<file path="config.mk">
export PLATFORM = sky130hd
export DESIGN_NAME = csp_clock_ctrl
export DESIGN_NICKNAME = d
export VERILOG_FILES = /design/src/include/csp_pkg.sv /design/src/hdl/csp_clock_ctrl.sv
export SDC_FILE = /design/constraint.sdc
export NUM_CORES = 1
export LEC_CHECK = 0
export ABC_CLOCK_PERIOD_IN_PS = 5300
export BUFFER_PORTS_ARGS = -buffer_cell sky130_fd_sc_hd__buf_2
export CAP_MARGIN = 20
export CORE_MARGIN = 5
export CORE_UTILIZATION = 50
export CTS_BUF_LIST = sky130_fd_sc_hd__clkbuf_4 sky130_fd_sc_hd__clkbuf_8
export CTS_CLUSTER_DIAMETER = 50
export DETAILED_ROUTE_END_ITERATION = 10
export GPL_TIMING_DRIVEN = 0
export MAX_ROUTING_LAYER = met4
export PLACE_DENSITY = 0.69
export SETUP_SLACK_MARGIN = 0.3
export SLEW_MARGIN = 25
export SYNTH_ARGS = -nofsm -noshare
export SYNTH_HDL_FRONTEND = slang
export SYNTH_SLANG_ARGS = --single-unit
</file>
<file path="constraint.sdc">
create_clock -name ref_clk -period 5.3 [get_ports ref_clk]
set_input_delay 0.53 -clock ref_clk [delete_from_list [all_inputs] [get_ports ref_clk]]
set_output_delay 0.53 -clock ref_clk [all_outputs]
set_load 0.02 [all_outputs]
</file>
<file path="src/include/csp_pkg.sv">
// constants, register layout and carrier types of the clock source block
package csp_pkg;
	localparam int          CLK_HZ          = 100_000_000;
	localparam int          OSC32_HZ        = 32_768;
	localparam int          INT_HALF_CYC    = CLK_HZ / (2 * OSC32_HZ);
	localparam logic [7:0]  ADDR_STATUS     = 8'h00;
	localparam logic [7:0]  ADDR_IRQ_EN     = 8'h04;
	localparam logic [7:0]  ADDR_CPU_CLOCK_DIVIDER_SELECT     = 8'h08;
	localparam logic [7:0]  ADDR_XT_CTRL    = 8'h0C;
	localparam logic [7:0]  ADDR_IO_CTRL    = 8'h10;
	localparam logic [7:0]  ADDR_PLL_CTRL   = 8'h14;
	localparam logic [7:0]  ADDR_PLL_RATIO  = 8'h18;
	localparam logic [7:0]  ADDR_PIN_DIR    = 8'h1C;
	localparam logic [2:0]  CPU_CLOCK_DIVIDER_SELECT_RST      = 3'h0;
	localparam int          XT_STARTUP_BASE = 3;
	localparam int          IO_STARTUP_EDGE = 4;
	localparam int          IO_TRIM_SETTLE  = 2;
	localparam logic [6:0]  IO_TRIM_MID     = 7'h40;
	localparam int          PLL_LOCK_EDGES  = 64;
	localparam logic [1:0]  REF_XT32        = 2'h0;
	localparam logic [1:0]  REF_XOSC        = 2'h1;
	localparam logic [1:0]  REF_GEN         = 2'h2;
	localparam int          FRAC_DEN        = 16;
	localparam int          NUM_GEN_PINS    = 8;

	typedef struct packed {
		logic [2:0] startup;
		logic       out_32k_enable;
		logic       crystal_fitted;
		logic       enable;
	} csp_xt_ctrl_t;

	typedef struct packed {
		logic [6:0] trim_value;
		logic       out_32k_enable;
		logic       enable;
	} csp_io_ctrl_t;

	typedef struct packed {
		logic [10:0] ref_div;
		logic [1:0]  ref_sel;
		logic        enable;
	} csp_pll_ctrl_t;

	typedef struct packed {
		logic [3:0]  loop_ratio_frac;
		logic [11:0] loop_ratio_int;
	} csp_pll_ratio_t;

	typedef struct packed {
		logic pll_frac_mode;
		logic pll_locked;
		logic internal32_ready;
		logic crystal32_ready;
	} csp_status_t;

	typedef enum logic [1:0] {XT_OFF = 2'b00, XT_START = 2'b01, XT_READY = 2'b11} csp_xt_state_t;
	typedef enum logic [1:0] {IO_OFF = 2'b00, IO_START = 2'b01, IO_READY = 2'b11, IO_TRIM = 2'b10} csp_io_state_t;
	typedef enum logic [1:0] {PL_OFF = 2'b00, PL_LOCK = 2'b01, PL_RUN = 2'b11} csp_pll_state_t;
endpackage : csp_pkg

</file>
<file path="src/hdl/csp_clock_ctrl.sv">
// clock sources, fractional pll and cpu prescaler control
`timescale 1ns/1ps
`default_nettype none

// How it works
// cpu clock enable fires once every two-to-the-divider-field main clock cycles.
// software clears crystal enable alone; a clearing write touches only that bit.
// crystal oscillator keeps running in sleep; no sleep input stops it.
// crystal output stays masked for the whole selected start-up interval.
// crystal ready flag sets when the selected start-up interval has elapsed.
// ready interrupt pulses on crystal ready rising, only when enabled.
// crystal state survives ordinary reset; only power-on reset stops it.
// crystal 32k output runs when enabled and a crystal is fitted.
// software waits for every ready flag before requesting standby.
// internal oscillator is off after reset; its enable bit starts and stops it.
// internal oscillator drives its 32k output when its output enable is set.
// trim sets internal frequency; new trim commits when internal ready rises. The code keeps the old trim for a write in IO_START or as IO_TRIM ends.
// software loads factory trim itself; hardware applies none.
// software enables the lock timer clock before using the pll lock timer.
// pll output rate is reference times int ratio plus one plus frac/16.
// main oscillator reference is divided by two times divider plus one.
// pll reference selects crystal 32k, main oscillator or generic clock.
// disabled pll holds its output clock in reset.
// pll is integer mode with zero fractional ratio, fractional otherwise.
// eight generic clock pins feed generators as inputs or carry clocks out.
// software keeps the divided main oscillator within the pll input range.
module csp_clock_ctrl
	import csp_pkg::*;
#(
	parameter int LOCK_EDGES = PLL_LOCK_EDGES,
	parameter int HALF_NOM   = INT_HALF_CYC
) (
	input  wire logic                    ref_clk,
	input  wire logic                    rst,
	input  wire logic                    por_rst,
	input  wire logic [7:0]              addr,
	input  wire logic [31:0]             wr_data,
	input  wire logic                    wr_stb,
	input  wire logic                    rd_stb,
	output var  logic [31:0]             rd_data,
	input  wire logic                    crystal_in_pin_32k,
	input  wire logic                    main_xosc_in,
	input  wire logic                    pll_ref_gen_clock,
	input  wire logic                    pll_lock_timer_clock,
	input  wire logic [NUM_GEN_PINS-1:0] gen_clock_pin_in,
	output var  logic [NUM_GEN_PINS-1:0] gen_clock_pin_out,
	output var  logic [NUM_GEN_PINS-1:0] gen_clock_pin_oe_n,
	input  wire logic [NUM_GEN_PINS-1:0] gen_clk_from_gen,
	output var  logic [NUM_GEN_PINS-1:0] gen_src_to_gen,
	output var  logic                    cpu_clk_en,
	output var  logic                    xt_clk,
	output var  logic                    xt_out_32k,
	output var  logic                    io_clk,
	output var  logic                    io_out_32k,
	output var  logic                    pll_ref_clock,
	output var  logic                    pll_out_clock,
	output var  logic                    crystal32_ready_irq
);
	initial begin
		if (LOCK_EDGES < 1 || LOCK_EDGES > 65535 || HALF_NOM < 128 || HALF_NOM > 65000)
			$error("csp_clock_ctrl: parameter out of range");
	end

	localparam int NS = NUM_GEN_PINS + 4;

	// three-stage pin sampling; a change counts once stages two and three agree
	logic [NS-1:0] s1_q, s2_q, s3_q, flt_q, flt_d, rise;
	always_comb begin
		flt_d = flt_q;
		for (int i = 0; i < NS; i++) begin
			if (s2_q[i] == s3_q[i])
				flt_d[i] = s3_q[i];
		end
		rise = flt_d & ~flt_q;
	end
	always_ff @(posedge ref_clk) begin
		// only power-on clears the samplers so the crystal path rides through ordinary reset
		if (por_rst) begin
			s1_q  <= '0;
			s2_q  <= '0;
			s3_q  <= '0;
			flt_q <= '0;
		end else begin
			s1_q  <= {gen_clock_pin_in, pll_lock_timer_clock, pll_ref_gen_clock, main_xosc_in, crystal_in_pin_32k};
			s2_q  <= s1_q;
			s3_q  <= s2_q;
			flt_q <= flt_d;
		end
	end
	wire logic xt_rise   = rise[0];
	wire logic xo_rise   = rise[1];
	wire logic gen_rise  = rise[2];
	wire logic lock_rise = rise[3];

	// register file
	logic [2:0]     cpu_div_field_q, cpu_div_field_d;
	logic           irq_en_q, irq_en_d;
	csp_xt_ctrl_t   xt_ctrl_q, xt_ctrl_d;
	csp_io_ctrl_t   io_ctrl_q, io_ctrl_d;
	csp_pll_ctrl_t  pll_ctrl_q, pll_ctrl_d;
	csp_pll_ratio_t pll_ratio_reg_q, pll_ratio_reg_d;
	logic [NUM_GEN_PINS-1:0] pin_dir_q, pin_dir_d;
	logic           trim_wr;
	csp_status_t    clock_status_reg;
	logic [31:0]    rd_data_q, rd_data_d;
	always_comb begin
		cpu_div_field_d = cpu_div_field_q;
		irq_en_d        = irq_en_q;
		xt_ctrl_d       = xt_ctrl_q;
		io_ctrl_d       = io_ctrl_q;
		pll_ctrl_d      = pll_ctrl_q;
		pll_ratio_reg_d = pll_ratio_reg_q;
		pin_dir_d       = pin_dir_q;
		trim_wr         = 1'b0;
		rd_data_d       = 32'h0000_0000;
		if (wr_stb) begin
			unique case (addr)
				ADDR_IRQ_EN:    irq_en_d = wr_data[0];
				ADDR_CPU_CLOCK_DIVIDER_SELECT:    cpu_div_field_d = wr_data[2:0];
				ADDR_XT_CTRL: begin
					// a disabling write keeps every other field as it was
					if (!wr_data[0])
						xt_ctrl_d.enable = 1'b0;
					else
						xt_ctrl_d = {wr_data[10:8], wr_data[2], wr_data[1], 1'b1};
				end
				ADDR_IO_CTRL: begin
					io_ctrl_d = {wr_data[22:16], wr_data[2], wr_data[0]};
					trim_wr   = (wr_data[22:16] != io_ctrl_q.trim_value);
				end
				ADDR_PLL_CTRL:  pll_ctrl_d = {wr_data[26:16], wr_data[2:1], wr_data[0]};
				ADDR_PLL_RATIO: pll_ratio_reg_d = {wr_data[19:16], wr_data[11:0]};
				ADDR_PIN_DIR:   pin_dir_d = wr_data[NUM_GEN_PINS-1:0];
				default: ;
			endcase
		end
		if (rd_stb) begin
			unique case (addr)
				ADDR_STATUS:    rd_data_d = {28'h0, clock_status_reg};
				ADDR_IRQ_EN:    rd_data_d = {31'h0, irq_en_q};
				ADDR_CPU_CLOCK_DIVIDER_SELECT:    rd_data_d = {29'h0, cpu_div_field_q};
				ADDR_XT_CTRL:   rd_data_d = {21'h0, xt_ctrl_q.startup, 5'h0, xt_ctrl_q.out_32k_enable,
				                             xt_ctrl_q.crystal_fitted, xt_ctrl_q.enable};
				ADDR_IO_CTRL:   rd_data_d = {9'h0, io_ctrl_q.trim_value, 13'h0, io_ctrl_q.out_32k_enable,
				                             1'b0, io_ctrl_q.enable};
				ADDR_PLL_CTRL:  rd_data_d = {5'h0, pll_ctrl_q.ref_div, 13'h0, pll_ctrl_q.ref_sel, pll_ctrl_q.enable};
				ADDR_PLL_RATIO: rd_data_d = {12'h0, pll_ratio_reg_q.loop_ratio_frac, 4'h0,
				                             pll_ratio_reg_q.loop_ratio_int};
				ADDR_PIN_DIR:   rd_data_d = {{(32-NUM_GEN_PINS){1'b0}}, pin_dir_q};
				default:        rd_data_d = 32'h0000_0000;
			endcase
		end
	end
	always_ff @(posedge ref_clk) begin
		// crystal control sees only power-on reset
		if (por_rst)
			xt_ctrl_q <= '0;
		else
			xt_ctrl_q <= xt_ctrl_d;
		if (rst || por_rst) begin
			cpu_div_field_q <= CPU_CLOCK_DIVIDER_SELECT_RST;
			irq_en_q        <= 1'b0;
			io_ctrl_q       <= {IO_TRIM_MID, 1'b0, 1'b0};
			pll_ctrl_q      <= '0;
			pll_ratio_reg_q <= '0;
			pin_dir_q       <= '0;
			rd_data_q       <= 32'h0000_0000;
		end else begin
			cpu_div_field_q <= cpu_div_field_d;
			irq_en_q        <= irq_en_d;
			io_ctrl_q       <= io_ctrl_d;
			pll_ctrl_q      <= pll_ctrl_d;
			pll_ratio_reg_q <= pll_ratio_reg_d;
			pin_dir_q       <= pin_dir_d;
			rd_data_q       <= rd_data_d;
		end
	end

	// cpu prescaler
	logic [6:0] cpu_cnt_q, cpu_cnt_d;
	logic       cpu_en_q, cpu_en_d;
	always_comb begin
		cpu_cnt_d = cpu_cnt_q + 7'h01;
		cpu_en_d  = 1'b0;
		if (cpu_cnt_q >= 7'((8'h01 << cpu_div_field_q) - 8'h01)) begin
			cpu_cnt_d = 7'h00;
			cpu_en_d  = 1'b1;
		end
	end
	always_ff @(posedge ref_clk) begin
		if (rst || por_rst) begin
			cpu_cnt_q <= 7'h00;
			cpu_en_q  <= 1'b0;
		end else begin
			cpu_cnt_q <= cpu_cnt_d;
			cpu_en_q  <= cpu_en_d;
		end
	end

	// crystal 32k oscillator; no sleep term here on purpose
	csp_xt_state_t xt_st_q, xt_st_d;
	logic [10:0]   xt_cnt_q, xt_cnt_d;
	logic          xt_clk_q, xt_clk_d, xt_o32_q, xt_o32_d, xt_irq_q, xt_irq_d;
	always_comb begin
		xt_st_d  = xt_st_q;
		xt_cnt_d = xt_cnt_q;
		unique case (xt_st_q)
			XT_OFF: begin
				xt_cnt_d = 11'h000;
				if (xt_ctrl_q.enable)
					xt_st_d = XT_START;
			end
			XT_START: begin
				if (!xt_ctrl_q.enable)
					xt_st_d = XT_OFF;
				else if (xt_cnt_q >= 11'(12'h001 << (4'(xt_ctrl_q.startup) + 4'(XT_STARTUP_BASE))))
					xt_st_d = XT_READY;
				else if (xt_rise)
					xt_cnt_d = xt_cnt_q + 11'h001;
			end
			XT_READY: if (!xt_ctrl_q.enable) xt_st_d = XT_OFF;
			default: xt_st_d = XT_OFF;
		endcase
		// masked until ready so start-up wobble never leaves the block
		xt_clk_d = (xt_st_q == XT_READY) && flt_q[0];
		xt_o32_d = xt_clk_d && xt_ctrl_q.out_32k_enable && xt_ctrl_q.crystal_fitted;
		xt_irq_d = (xt_st_d == XT_READY) && (xt_st_q != XT_READY) && irq_en_q;
	end
	always_ff @(posedge ref_clk) begin
		if (por_rst) begin
			xt_st_q  <= XT_OFF;
			xt_cnt_q <= 11'h000;
			xt_clk_q <= 1'b0;
			xt_o32_q <= 1'b0;
		end else begin
			xt_st_q  <= xt_st_d;
			xt_cnt_q <= xt_cnt_d;
			xt_clk_q <= xt_clk_d;
			xt_o32_q <= xt_o32_d;
		end
		if (rst || por_rst)
			xt_irq_q <= 1'b0;
		else
			xt_irq_q <= xt_irq_d;
	end

	// internal 32k oscillator; half period moves one cycle per trim step
	csp_io_state_t io_st_q, io_st_d;
	logic [15:0]   io_div_q, io_div_d, io_half;
	logic [2:0]    io_edges_q, io_edges_d;
	logic          io_clk_q, io_clk_d, io_o32_q, io_o32_d;
	logic [6:0]    io_trim_q, io_trim_d;
	always_comb begin
		io_st_d    = io_st_q;
		io_edges_d = io_edges_q;
		io_trim_d  = io_trim_q;
		io_half    = 16'(HALF_NOM) - 16'(IO_TRIM_MID) + {9'h000, io_trim_q};
		io_div_d   = io_div_q + 16'h0001;
		io_clk_d   = io_clk_q;
		if (io_st_q == IO_OFF) begin
			io_div_d = 16'h0000;
			io_clk_d = 1'b0;
		end else if (io_div_q >= io_half - 16'h0001) begin
			io_div_d = 16'h0000;
			io_clk_d = ~io_clk_q;
		end
		if (io_clk_d && !io_clk_q && io_edges_q != 3'h7)
			io_edges_d = io_edges_q + 3'h1;
		unique case (io_st_q)
			IO_OFF: begin
				io_edges_d = 3'h0;
				io_trim_d  = io_ctrl_q.trim_value;
				if (io_ctrl_q.enable)
					io_st_d = IO_START;
			end
			IO_START: if (io_edges_q >= 3'(IO_STARTUP_EDGE)) io_st_d = IO_READY;
			IO_READY: if (trim_wr) begin
				io_st_d    = IO_TRIM;
				io_edges_d = 3'h0;
			end
			IO_TRIM: if (io_edges_q >= 3'(IO_TRIM_SETTLE)) begin
				// trim commits together with ready rising
				io_trim_d = io_ctrl_q.trim_value;
				io_st_d   = IO_READY;
			end
		endcase
		if (!io_ctrl_q.enable)
			io_st_d = IO_OFF;
		io_o32_d = io_clk_d && io_ctrl_q.out_32k_enable && (io_st_d != IO_OFF);
	end
	always_ff @(posedge ref_clk) begin
		if (rst || por_rst) begin
			io_st_q    <= IO_OFF;
			io_div_q   <= 16'h0000;
			io_edges_q <= 3'h0;
			io_clk_q   <= 1'b0;
			io_o32_q   <= 1'b0;
			io_trim_q  <= IO_TRIM_MID;
		end else begin
			io_st_q    <= io_st_d;
			io_div_q   <= io_div_d;
			io_edges_q <= io_edges_d;
			io_clk_q   <= io_clk_d;
			io_o32_q   <= io_o32_d;
			io_trim_q  <= io_trim_d;
		end
	end

	// fractional pll: measures reference period, phase accumulator makes output ticks
	csp_pll_state_t pl_st_q, pl_st_d;
	logic [11:0] xo_cnt_q, xo_cnt_d;
	logic        ref_tick;
	logic        ref_q, ref_d, out_q, out_d;
	logic [15:0] per_cnt_q, per_cnt_d, per_q, per_d, lock_q, lock_d;
	logic [20:0] acc_q, acc_d, mult, wrap;
	always_comb begin
		xo_cnt_d = xo_cnt_q;
		ref_tick = 1'b0;
		unique case (pll_ctrl_q.ref_sel)
			REF_XT32: ref_tick = xt_rise && (xt_st_q == XT_READY);
			REF_XOSC: if (xo_rise) begin
				// one reference edge per 2*(div+1) main oscillator edges
				if (xo_cnt_q >= 12'({pll_ctrl_q.ref_div, 1'b1})) begin
					xo_cnt_d = 12'h000;
					ref_tick = 1'b1;
				end else
					xo_cnt_d = xo_cnt_q + 12'h001;
			end
			REF_GEN:  ref_tick = gen_rise;
			default:  ref_tick = 1'b0;
		endcase
		ref_d     = ref_tick;
		per_cnt_d = (per_cnt_q == 16'hFFFF) ? per_cnt_q : per_cnt_q + 16'h0001;
		per_d     = per_q;
		if (ref_tick) begin
			per_d     = per_cnt_q;
			per_cnt_d = 16'h0001;
		end
		// output ticks per ref_clk cycle = (16*(int+1)+frac) / (16*period)
		mult  = {5'h00, pll_ratio_reg_q.loop_ratio_int + 12'h001, pll_ratio_reg_q.loop_ratio_frac};
		wrap  = {1'b0, per_q, 4'h0};
		acc_d = acc_q + mult;
		out_d = 1'b0;
		if (acc_d >= wrap && wrap != 21'h0) begin
			acc_d = acc_d - wrap;
			out_d = 1'b1; // saturates at one tick per cycle
		end
		lock_d  = lock_q;
		pl_st_d = pl_st_q;
		unique case (pl_st_q)
			PL_OFF:  if (pll_ctrl_q.enable) pl_st_d = PL_LOCK;
			PL_LOCK: if (lock_q >= 16'(LOCK_EDGES)) pl_st_d = PL_RUN;
				else if (lock_rise) lock_d = lock_q + 16'h0001;
			PL_RUN:  ;
			default: pl_st_d = PL_OFF;
		endcase
		if (pl_st_q != PL_RUN) begin
			acc_d = 21'h0;
			out_d = 1'b0;
		end
		if (!pll_ctrl_q.enable) begin
			// disabled pll keeps its output and lock state in reset
			pl_st_d = PL_OFF;
			lock_d  = 16'h0000;
			acc_d   = 21'h0;
			out_d   = 1'b0;
		end
	end
	always_ff @(posedge ref_clk) begin
		if (rst || por_rst) begin
			pl_st_q   <= PL_OFF;
			xo_cnt_q  <= 12'h000;
			ref_q     <= 1'b0;
			out_q     <= 1'b0;
			per_cnt_q <= 16'h0000;
			per_q     <= 16'h0000;
			lock_q    <= 16'h0000;
			acc_q     <= 21'h0;
		end else begin
			pl_st_q   <= pl_st_d;
			xo_cnt_q  <= xo_cnt_d;
			ref_q     <= ref_d;
			out_q     <= out_d;
			per_cnt_q <= per_cnt_d;
			per_q     <= per_d;
			lock_q    <= lock_d;
			acc_q     <= acc_d;
		end
	end

	always_comb begin
		clock_status_reg.crystal32_ready  = (xt_st_q == XT_READY);
		clock_status_reg.internal32_ready = (io_st_q == IO_READY);
		clock_status_reg.pll_locked       = (pl_st_q == PL_RUN);
		clock_status_reg.pll_frac_mode    = (pll_ratio_reg_q.loop_ratio_frac != 4'h0);
	end

	// generic clock pins: input feeds generators, output carries their clock
	logic [NUM_GEN_PINS-1:0] gp_out_q, gp_oen_q, gp_src_q;
	always_ff @(posedge ref_clk) begin
		if (rst || por_rst) begin
			gp_out_q <= '0;
			gp_oen_q <= '1;
			gp_src_q <= '0;
		end else begin
			gp_out_q <= gen_clk_from_gen & pin_dir_q;
			gp_oen_q <= ~pin_dir_q;
			gp_src_q <= flt_q[NS-1:4] & ~pin_dir_q;
		end
	end

	assign rd_data             = rd_data_q;
	assign cpu_clk_en          = cpu_en_q;
	assign xt_clk              = xt_clk_q;
	assign xt_out_32k          = xt_o32_q;
	assign io_clk              = io_clk_q;
	assign io_out_32k          = io_o32_q;
	assign pll_ref_clock       = ref_q;
	assign pll_out_clock       = out_q;
	assign crystal32_ready_irq = xt_irq_q;
	assign gen_clock_pin_out   = gp_out_q;
	assign gen_clock_pin_oe_n  = gp_oen_q;
	assign gen_src_to_gen      = gp_src_q;
endmodule : csp_clock_ctrl

`default_nettype wire

</file>
# After elaboration in Yosys (flattened, before gate mapping)
# Index checks and enable logic that the tools add are counted.
# totals
input_bits	65
ff_bits	300
# op_classes
add_sub_neg	14
eq_ne	40
n_reduce_logical	42
shift	2
n_lt_le_gt_ge	8
bitwise	10
n_mux	48
# ops
cell	n
$pmux W27 S8	1
$add A16 B1 Y16 const B	3
$mux W11	3
$eq A8 B5 Y1 const B	4
$add A12 B1 Y12 const B	2
$mux W1	23
$pmux W11 S2	1
$add A21 B16 Y21	1
$ge A21 B20 Y1	1
$mux W21	1
$sub A21 B20 Y21	1
$reduce_and A2 Y1	10
$mux W2	9
$and A8 B8 Y8	2
$eq A16 B16 Y1 const B	1
$eq A8 B4 Y1 const B	2
$ge A16 B16 Y1	1
$ge A16 B7 Y1 const B	1
$ne A2 B2 Y1 const B	8
$reduce_bool A16 Y1	1
$pmux W7 S2	1
$sub A12 B1 Y13 const B	1
$add A11 B7 Y12 const A	1
$eq A1 B1 Y1	12
other kinds (39)	73

# Depth between registers and ports, before layout
# Gate-level depths: netlist (run 1).
# depth
word_depth	10
depth_mapped	22

# Worst setup path before layout (run 1)
# Ideal clock, no wire load.
# synth_timing
path_type	register -> register
startpoint	register pll_ratio_reg_q[0] in the netlist's numbering
endpoint	register acc_q[14]
path_slack_ns	1.162
path_stages_with_launch	20
required_time_ns	5.184
synth_period_minus_slack_ns	4.138
setup_time_ns	0.116
arrival_time_ns	4.022
path_cell_list	dfxtp_1 -> ha_1 -> xor2_1 -> ha_1 -> or4_1 -> o221ai_1 -> o21ai_1 -> a31oi_1 -> xnor2_1 -> ha_1 -> or2_2 -> a21oi_1 -> a31oi_1 -> o211ai_1 -> o211ai_1 -> a21oi_1 -> a21oi_2 -> buf_4 -> nor3b_1 -> a31o_2
# synth_via
elab_chain_len	5
word_cells_on_any_way	6
classes_between	3 x add/sub; 1 x order compare; 1 x mux; 1 x reduce/logical
# synth_rtl
element	line	source
from (decl)	csp_clock_ctrl.sv:101	csp_pll_ratio_t pll_ratio_reg_q, pll_ratio_reg_d;
from (signal assigned)	csp_clock_ctrl.sv:173	pll_ratio_reg_q <= pll_ratio_reg_d;
$add A12 B1 Y12 (*)	csp_clock_ctrl.sv:340	mult = {5'h00, pll_ratio_reg_q.loop_ratio_int + 12'h001, pll_ratio_reg_q.loop_ratio_frac};
$add A21 B16 Y21 (*)	csp_clock_ctrl.sv:342	acc_d = acc_q + mult;
$ge A21 B20 Y1	csp_clock_ctrl.sv:344	if (acc_d >= wrap && wrap != 21'h0) begin
$logic_and A1 B1 Y1	csp_clock_ctrl.sv:344	
$mux W21 (*)	csp_clock_ctrl.sv:344	
to (signal assigned)	csp_clock_ctrl.sv:378	acc_q <= 21'h0;
to (signal assigned)	csp_clock_ctrl.sv:387	acc_q <= acc_d;
to (decl)	csp_clock_ctrl.sv:315	logic [20:0] acc_q, acc_d, mult, wrap;
# Mark *: on every way between the ends. The rest lies on a longest branch, timed or not.
# A chain may end at the register's enable or synchronous reset.

# Final worst setup path (run 1)
# Same ends and word-level chain as after synthesis.

==> results of run 1 <==
==> registers in the layout, indices dropped and copies added (netlist names), 9 cells and up <==
signal           cells
pll_ratio_reg_q     12
s1_q                12
pll_ctrl_q          14
io_ctrl_q            9
lock_q              16
s2_q                12
s3_q                12
acc_q               21
io_div_q            16
xo_cnt_q            12
per_cnt_q           16
rd_data             23
flt_q               12
xt_cnt_q            11
per_q               16
==> metrics by stage <==
step / cells / hold WS [ns] / util, %
floorplan: 1569 / 0.3921 / -
global placement: 2018 / 0.4163 / 54.15
detailed placement: 2018 / 0.4220 / 54.15
CTS: 2105 / 0.1172 / 58.10
global route: 2109 / 0.1338 / 58.33
finish: 2110 / 0.1627 / 58.34
==> critical path: stages, from the launching register on <==
cell	delay, ns
dfxtp_1	0.46
ha_2	0.33
ha_1	0.35
a2111o_1	0.45
o221ai_2	0.23
a21oi_2	0.13
a21oi_2	0.20
o21bai_1	0.09
a21oi_1	0.19
xnor2_1	0.18
ha_1	0.41
a21oi_1	0.09
a31oi_1	0.18
o211ai_1	0.16
o211ai_1	0.29
a21oi_2	0.11
a21oi_2	0.21
buf_4	0.20
inv_1	0.10
a31o_2	0.25
==> metal layers <==
metal,vias up,part of all wire (%)
met5,-,0
met4,0,2.3
met3,55,7.2
met2,347,44
met1,5323,46
li1,5723,-
==> final cells by class <==
type,count,area [um^2],area share [%]
Multi-Input combinational cell,1142,7171,45.99
Sequential cell,291,5826,37.36
Tap cell,341,426.7,2.736
Timing Repair Buffer,109,548.0,3.515
Clock inverter,12,103.9,0.6660
Inverter,63,236.5,1.517
Buffer,73,320.3,2.054
Antenna cell,4,10.01,0.06419
Clock buffer,75,950.9,6.099
==> kinds of logic (layout without fill, tap and decap cells) <==
group                      count (synthesis)  after routing  synth area share (%)
AOI/OAI and AO/OA                        318            318                 14.70
and+or+nand+nor                          601            601                 21.50
adders and majority gates                 92             92                 8.668
xor gates and xnor gates                  98             98                 6.380
buffers and inverters                    136            332                 4.120
other                                      2             20               0.05582
muxes                                     17             17                 1.265
DFF                                      291            291                 43.30
==> cell usage in the layout, fill, tap and decap left out, drive strengths merged, types with 4 or more instances in the layout <==
master	netlist	layout
a22oi	19	19
inv	63	65
nor4	9	9
dfxtp	291	291
mux2i	17	17
or3	11	11
nand4	17	17
and3	35	35
clkinv	0	9
ha	90	90
a211oi	11	11
xor2	47	47
nand2b	18	18
o31ai	5	5
or2	8	8
a21oi	129	129
nor3b	12	12
nor2	128	128
nand3	73	73
a2111oi	4	4
o21a	8	8
a31oi	15	15
and2	6	6
nor2b	41	41
xnor2	51	51
nand2	188	188
a211o	6	6
nand3b	9	9
o211ai	7	7
a21o	24	24
buf	18	127
nor3	35	35
o21ai	66	66
and4	4	4
clkbuf	55	130
diode	0	4
conb	2	16
==> power by group through the flow <==
stage / clock network, mW / registers, mW / logic, mW
3_3_place_gp: 0 / 2.26 / 0.107
4_1_cts: 2.15 / 2.21 / 0.109
5_1_grt: 2.26 / 2.21 / 0.120
3_5_place_dp: 0 / 2.26 / 0.108
6_report: 2.10 / 2.21 / 0.110
2_1_floorplan: 0 / 2.25 / 0.0560
==> repair_timing <==
action	in CTS	in global routing
setup buffers	0	1
setup endpoints to repair	0	17
resized for setup	0	15
==> final timing paths <==
path	from	endpoint	slack, ns	cells after the start
worst max register to register	pll_ratio_reg_q[0]	acc_q[14]	0.57	19
worst max-delay path	pll_ratio_reg_q[0]	acc_q[14]	0.57	19
worst min register to register	s1_q[10]	s2_q[10]	0.43	1
worst min-delay path	gen_clock_pin_in[1]	s1_q[5]	0.16	2
==> impl_metrics.env, run 1 <==
export IMPL_grt_antenna_before_repair=3
export IMPL_fp_dieW_um=174.0
export IMPL_startpoint_type="flop"
export IMPL_hpwlAfterDp_um=25730
export IMPL_place_congestion=0.9365
export IMPL_cp_end_kind="flop"
export IMPL_die_h_um=174.0
export IMPL_clockRootBuffer="clkbuf_8"
export IMPL_synth_most_common_cell="dfxtp_1"
export IMPL_fin_crit_sh_pct=89.23
export IMPL_vias=11448
export IMPL_tns_ns=0
export IMPL_p_leak_nw=6.155
export IMPL_clkLatencyLatePin_ns=0.58
export IMPL_yosysTopAreaCell="dfxtp_1"
export IMPL_htree_num_levels=2
export IMPL_cts_sinks=291
export IMPL_worst_setup_path_type="reg2reg"
export IMPL_routed_wirelength_um=33980
export IMPL_synth_cell_types=65
export IMPL_power_internal_mw=3.438
export IMPL_postSynthAreaPerCell_um2=8.651
export IMPL_outcome="complete, no violations"
export IMPL_synthCells=1555
export IMPL_synth_edf_count=0
export IMPL_combPwrFrac_pct=2.5
export IMPL_yosysSeqAreaShare_pct=43.30
export IMPL_finalWorstSetupSlack_ns=0.5710
export IMPL_use_met3_pct=4.893
export IMPL_path_max_fanout=10
export IMPL_p_clk_share_pct=47.6
export IMPL_coreArea_um2=26730
export IMPL_fin_area_um2=15590
export IMPL_hold_viol_final=0
export IMPL_place_ws_ns=0.5008
export IMPL_clk_transition_reported_paths_ns=0.06
export IMPL_drive_above_1_share_pct=13.71
export IMPL_area_growth_pct=15.90
export IMPL_drcViolationCount=0
export IMPL_die_area_um2=30290
export IMPL_grt_remaining_overflow=0
export IMPL_cts_hold_buf=0
export IMPL_ys_flop_type="dfxtp_1"
export IMPL_start_util_pct=50.34
export IMPL_drt_first_iter_violations=829
export IMPL_peakVddDrop_mv=0.2231
export IMPL_n_fill_cell=2435
export IMPL_power_total_mw=4.422
export IMPL_min_period_ns=4.729
export IMPL_busiest_layer="met2"
export IMPL_grt_max_degree=14
export IMPL_power_density_nw_per_um2=283.6
export IMPL_slew_viol_final=0
export IMPL_drv_cap=0
export IMPL_fmax_mhz=211.5
export IMPL_setup_viol=0
export IMPL_cts_tree="built"
export IMPL_drtAntennaViolNets=0
export IMPL_post_drt_wl_per_cell_um=16.11
export IMPL_sequentialPowerShare_pct=49.9
export IMPL_dpl_cell_area_um2=14470
export IMPL_nNetsFinal=1886
export IMPL_via_per_inst=5.426
export IMPL_io_pins=129
export IMPL_ys_async_sr_fraction_pct=0
export IMPL_swShare_pct=22.24
export IMPL_grt_pass1_vias=10916
export IMPL_clock_skew_ns=0.02680
export IMPL_required_ns=5.75
export IMPL_port_buffers=108
export IMPL_first_pass_iters=6
export IMPL_yosys_warnings=0
export IMPL_syn_area_um2=13450
export IMPL_grt_usage_pct=22.66
export IMPL_arrival_ns=5.17
export IMPL_use_met2_pct=34.97
export IMPL_synthTopCellsByCount="291 x dfxtp_1, 188 x nand2_1, 128 x a21oi_1, 128 x nor2_1, 90 x ha_1"
export IMPL_clockBufferDepth=3
export IMPL_cts_buffers=49
export IMPL_synth_seq_cells=291
export IMPL_switchingPower_mw=0.9835
export IMPL_rows=60
export IMPL_rsz0062_at_grt="no"
export IMPL_synthDominantCellAreaShare_pct=43.30
export IMPL_grt_first_pass_wirelength_um=55230
export IMPL_hp_class="in2reg"
export IMPL_synth_area_top_cells="dfxtp_1 43%, ha_1 8.4%, nand2_1 5.2%, a21oi_1 4.8%, nor2_1 3.6%"
export IMPL_use_met1_pct=30.14
export IMPL_slew_headroom_pct=37.25
export IMPL_tightestPinTransition_ns=0.9150
(Power assumes the default switching activity.)
==> run 2, diff against run 1 <==
--- a/config.mk
+++ b/config.mk
@@ -8,7 +8,6 @@
 export ABC_CLOCK_PERIOD_IN_PS = 5300
 export BUFFER_PORTS_ARGS = -buffer_cell sky130_fd_sc_hd__buf_2
 export CAP_MARGIN = 20
-export CORE_MARGIN = 5
 export CORE_UTILIZATION = 50
 export CTS_BUF_LIST = sky130_fd_sc_hd__clkbuf_4 sky130_fd_sc_hd__clkbuf_8
 export CTS_CLUSTER_DIAMETER = 50
==> impl_metrics.env, run 2 (synthesized netlist as in run 1, its figures left out) <==
export IMPL_outcome="complete, but fails checks"
export IMPL_violations="design-rule violations"
export IMPL_grt_usage_pct=25.12
export IMPL_slew_headroom_pct=37.90
export IMPL_drive_above_1_share_pct=13.78
export IMPL_hold_start="gen_clock_pin_in[1]"
export IMPL_port_buffers=108
export IMPL_fin_crit_sh_pct=87.90
export IMPL_htree_num_levels=2
export IMPL_r2r_end="acc_q[14]"
export IMPL_final_cell_mix="290 x dfxtp_1, 188 x nand2_1, 127 x nor2_1, 125 x a21oi_1, 113 x buf_2"
export IMPL_fmax_mhz=214.6
export IMPL_first_pass_iters=9
export IMPL_worst_setup_path_type="reg2reg"
export IMPL_mostFrequentLayoutCell="dfxtp_1"
export IMPL_grt_antenna_before_repair=7
export IMPL_min_path_cells=2
export IMPL_p_leak_nw=6.169
export IMPL_power_density_nw_per_um2=285.9
export IMPL_min_period_ns=4.659
export IMPL_fin_util_pct=59.67
export IMPL_rows=59
export IMPL_rr_worst_depth=19
export IMPL_vias=11415
export IMPL_hpwlAfterDp_um=25270
export IMPL_cts_hold_buf=0
export IMPL_drv_cap=0
export IMPL_peakVddDrop_mv=0.2395
export IMPL_coreArea_um2=26210
export IMPL_r2r_slack_ns=0.64
export IMPL_drtAntennaViolNets=0
export IMPL_post_cts_buffers=0
export IMPL_dpl_cell_area_um2=14470
export IMPL_grt_pass1_vias=10833
export IMPL_tightestPinTransition_ns=0.9057
export IMPL_regArea_um2=5827
export IMPL_clk_transition_reported_paths_ns=0.06
export IMPL_min_to="s1_q[5]"
export IMPL_drt_first_iter_violations=778
export IMPL_clock_skew_ns=0.01859
export IMPL_clkLatencyLatePin_ns=0.57
export IMPL_via_per_inst=5.420
export IMPL_largest_reg_flops=23
export IMPL_die_h_um=166.0
export IMPL_rr_startpoint="pll_ratio_reg_q[0]"
export IMPL_routed_wirelength_um=33710
export IMPL_cts_sinks=291
export IMPL_cts_tree="built"
export IMPL_area_growth_pct=16.23
export IMPL_startpoint_type="flop"
export IMPL_die_area_um2=27570
export IMPL_nNetsFinal=1885
export IMPL_hold_viol_final=0
export IMPL_path_max_fanout=10
export IMPL_power_total_mw=4.470
export IMPL_io_pins=129
export IMPL_clockBufferDepth=3
export IMPL_fin_area_um2=15640
export IMPL_cts_resized_gates=0
export IMPL_place_congestion=0.9478
export IMPL_tns_ns=0
export IMPL_cp_end_kind="flop"
export IMPL_arrival_ns=5.11
export IMPL_grt_max_degree=14
export IMPL_grt_first_pass_wirelength_um=54650
export IMPL_post_drt_wl_per_cell_um=16.00
export IMPL_grt_remaining_overflow=0
export IMPL_hp_class="in2reg"
export IMPL_required_ns=5.75
export IMPL_fp_dieW_um=166.0
export IMPL_rsz0062_at_grt="no"
export IMPL_drcViolationCount=20
export IMPL_start_util_pct=51.33
export IMPL_clockRootBuffer="clkbuf_8"
export IMPL_multi_input_area_um2=7182
export IMPL_n_fill_cell=2419
export IMPL_slew_viol_final=0
export IMPL_setup_viol=0
export IMPL_cts_buffers=49
## run 2: cell types whose count changed in the layout (fill, tap and decap cells not counted), moves of 2 or more
cell      previous run  this run
clkbuf_4            13        11
clkbuf_8            62        68
clkinv_2             8         3
diode_2              4         8
## run 2: routing by layer
layer	wire length, um	part of all wire, %	global-route usage [%]
met4	668	2.0	7.314
met5	0	0	-
met2	14910	44	38.64
met3	2734	8.1	5.315
met1	15390	46	33.16
## run 2: worst max path at each step
stage	slack, ns	start	endpoint	depth (start not counted)
after global placement	0.55	pll_ratio_reg_q[2]	acc_q[14]	21
after global routing	0.31	pll_ratio_reg_q[2]	acc_q[4]	21
after floorplan	1.16	pll_ratio_reg_q[0]	acc_q[14]	19
after CTS	0.40	pll_ratio_reg_q[0]	acc_q[14]	19
after detailed placement	0.50	pll_ratio_reg_q[2]	acc_q[14]	21
final	0.64	pll_ratio_reg_q[0]	acc_q[14]	19
## run 2: worst max-delay path, cell delays in order (launching register included)
cell      delay, ns
dfxtp_2        0.36
ha_2           0.22
xor2_1         0.15
ha_1           0.26
or4_1          0.60
o221ai_2       0.26
o21ai_2        0.16
a31oi_1        0.23
xnor2_1        0.22
ha_1           0.34
or2_2          0.30
a21oi_1        0.16
a31oi_1        0.07
o211ai_1       0.16
o211ai_1       0.18
a21oi_2        0.19
a21oi_2        0.09
buf_4          0.19
nor3b_2        0.16
a31o_2         0.23
## run 2: cell type report
cell class / instances / area share, %
plain buffers: 73 / 2.048
repair buffers: 108 / 3.457
clock buffers: 79 / 6.514
clock inverters: 7 / 0.4641
diodes: 8 / 0.1280
multi-input cells: 1142 / 45.93
well taps: 335 / 2.681
flip-flops and latches: 291 / 37.27
inverters: 63 / 1.512
## run 2: through the flow
step | setup slack [ns] | cells | hold WS (ns)
after floorplan | 1.162 | 1569 | 0.3921
after global placement | 0.5460 | 2012 | 0.4156
after detailed placement | 0.5033 | 2012 | 0.4247
after CTS | 0.3969 | 2098 | 0.1464
after global routing | 0.3060 | 2105 | 0.1529
final | 0.6412 | 2106 | 0.1712
## run 2: power breakdown
part           leakage (nW)  internal (mW)  switching [mW]  total (mW)
Clock                 0.576           1.26           0.889        2.15
Combinational          3.24         0.0374          0.0714       0.109
Sequential             2.35           2.20         0.00600        2.21
Total                  6.17           3.50           0.966        4.47
==> run 3, diff against run 2 <==
--- a/config.mk
+++ b/config.mk
@@ -8,13 +8,15 @@
 export ABC_CLOCK_PERIOD_IN_PS = 5300
 export BUFFER_PORTS_ARGS = -buffer_cell sky130_fd_sc_hd__buf_2
 export CAP_MARGIN = 20
-export CORE_UTILIZATION = 50
+export CELL_PAD_IN_SITES_DETAIL_PLACEMENT = 1
+export CELL_PAD_IN_SITES_GLOBAL_PLACEMENT = 1
+export CORE_UTILIZATION = 47
 export CTS_BUF_LIST = sky130_fd_sc_hd__clkbuf_4 sky130_fd_sc_hd__clkbuf_8
 export CTS_CLUSTER_DIAMETER = 50
 export DETAILED_ROUTE_END_ITERATION = 10
 export GPL_TIMING_DRIVEN = 0
 export MAX_ROUTING_LAYER = met4
-export PLACE_DENSITY = 0.69
+export PLACE_DENSITY_LB_ADDON = 0.1
 export SETUP_SLACK_MARGIN = 0.3
 export SLEW_MARGIN = 25
 export SYNTH_ARGS = -nofsm -noshare
==> impl_metrics.env, run 3 (synthesized netlist as in run 1, its figures left out) <==
export IMPL_outcome="complete, no violations"
export IMPL_setup_viol=0
export IMPL_p_leak_nw=6.232
export IMPL_cts_tree="built"
export IMPL_die_h_um=171.2
export IMPL_power_density_nw_per_um2=294.8
export IMPL_grt_pass1_vias=12194
export IMPL_first_pass_iters=5
export IMPL_clockBufferDepth=3
export IMPL_htree_num_levels=2
export IMPL_coreArea_um2=27930
export IMPL_drv_cap=0
export IMPL_tns_ns=0
export IMPL_largest_reg_flops=23
export IMPL_rows=61
export IMPL_tightestPinTransition_ns=0.9748
export IMPL_hpwlAfterDp_um=29440
export IMPL_required_ns=5.77
export IMPL_port_buffers=108
export IMPL_nNetsFinal=1887
export IMPL_grt_first_pass_wirelength_um=64030
export IMPL_area_growth_pct=17.26
export IMPL_clock_skew_ns=0.01921
export IMPL_hold_viol_final=0
export IMPL_fin_crit_sh_pct=89.67
export IMPL_slowest_stage="dfxtp_1"
export IMPL_fmax_mhz=210.4
export IMPL_power_total_mw=4.651
export IMPL_io_pins=129
export IMPL_grt_usage_pct=28.61
export IMPL_peakVddDrop_mv=0.2619
export IMPL_arrival_ns=5.22
export IMPL_routed_wirelength_um=40190
export IMPL_drive_above_1_share_pct=14.35
export IMPL_cp_common_cell="a21oi_2"
export IMPL_slew_viol_final=0
export IMPL_mostFrequentLayoutCell="dfxtp_1"
export IMPL_clk_transition_reported_paths_ns=0.06
export IMPL_clockRootBuffer="clkbuf_8"
export IMPL_startpoint_type="flop"
export IMPL_drt_first_iter_violations=614
export IMPL_place_ws_ns=0.2475
export IMPL_rr_worst_depth=21
export IMPL_vias=11818
export IMPL_cp_cell_sequence="ha_1 > inv_1 > fa_1 > nand2b_1 > a21oi_1 > o221ai_4 > a21oi_2 > a21oi_2 > o21bai_1 > a21oi_1 > xnor2_2 > ha_1 > a21oi_1 > a31oi_1 > o211ai_1 > o211ai_1 > a21oi_2 > a21oi_2 > buf_4 > inv_1 > a31o_2"
export IMPL_worst_setup_path_type="reg2reg"
export IMPL_min_path_cells=2
export IMPL_post_drt_wl_per_cell_um=18.67
export IMPL_fp_dieW_um=171.2
export IMPL_die_area_um2=29300
export IMPL_hp_class="in2reg"
export IMPL_slew_headroom_pct=33.15
export IMPL_min_period_ns=4.752
export IMPL_clkLatencyLatePin_ns=0.58
export IMPL_grt_remaining_overflow=0
export IMPL_finalWorstSetupSlack_ns=0.5476
export IMPL_place_congestion=0.9082
export IMPL_cp_end_kind="flop"
export IMPL_cts_buffers=51
export IMPL_final_cell_mix="290 x dfxtp_1, 188 x nand2_1, 126 x nor2_1, 125 x a21oi_1, 113 x buf_2"
export IMPL_via_per_inst=5.489
export IMPL_rsz0062_at_grt="no"
export IMPL_cpPeakStageDelay_ns=0.44
export IMPL_grt_max_degree=14
export IMPL_grt_antenna_before_repair=5
export IMPL_cts_sinks=291
export IMPL_drtAntennaViolNets=0
export IMPL_drcViolationCount=0
export IMPL_path_max_fanout=10
export IMPL_start_util_pct=48.16
-- run 3: cell count changes in the layout (fill, tap and decap cells not counted), sizes merged --
cell	before	now
clkinvlp	1	2
inv	65	64
bufinv	1	4
clkbuf	134	131
diode	8	5
clkinv	3	10
-- run 3: per-layer routing --
metal  track usage [%]  part of all wire (%)  vias to the layer above
li1                  -                     -                     5738
met1             36.40                    45                     5716
met2             46.59                    47                      287
met3             4.671                   5.5                       77
met4             8.618                   2.2                        0
met5                 -                     0                        -
-- run 3: worst paths after layout --
check                           from   endpoint  slack (ns)
hold reg to reg              s1_q[0]    s2_q[0]        0.44
setup / recovery             mult[0]  acc_q[14]        0.55
hold / removal    crystal_in_pin_32k    s1_q[0]        0.15
setup reg to reg             mult[0]  acc_q[14]        0.55
-- run 3: layout make-up --
| type | instances | area, um^2 |
|---|---|---|
| diodes | 5 | 12.51 |
| plain buffers | 73 | 321.6 |
| clock buffers | 76 | 958.4 |
| clock inverters | 17 | 200.2 |
| fillers | 3466 | 12160 |
| inverters | 63 | 236.5 |
| multi-input cells | 1142 | 7206 |
| flip-flops and latches | 291 | 5827 |
| well taps | 378 | 473.0 |
| repair buffers | 108 | 540.5 |
-- run 3: stage by stage --
stage               area (um^2)  util, %  hold WS [ns]  cells
floorplan                 13510        -        0.3921   1569
global placement          14520    51.98        0.4153   2055
detailed placement        14520    51.98        0.4295   2055
CTS                       15690    56.15        0.1160   2148
global route              15780    56.47        0.1447   2153
finish                    15780    56.47        0.1467   2153
-- run 3: critical path: cells and delay by family, from the launching register on --
family / cells / cell delay, ns
AO/OA/AOI/OAI: 13 / 2.46
adder cells (fa/ha/maj): 3 / 1.00
flip-flops: 1 / 0.44
buffers and inverters: 3 / 0.38
AND/OR/NAND/NOR: 1 / 0.20
XOR/XNOR: 1 / 0.18
-- run 3: power breakdown --
part           leakage [nW]  total [mW]  internal [mW]  switching (mW)
clock                 0.612        2.33           1.36           0.971
combinational          3.27       0.112         0.0376          0.0746
sequential             2.35        2.21           2.20         0.00652
-- run 3: repair_timing --
action                                 in CTS  in global routing
resized for setup                           2                 22
setup buffers                               0                  0
hold buffers                                0                  0
endpoints found under the hold margin       0                  0
pin swaps                                   0                  3
cloned                                      0                  0
setup endpoints to repair                  12                 18
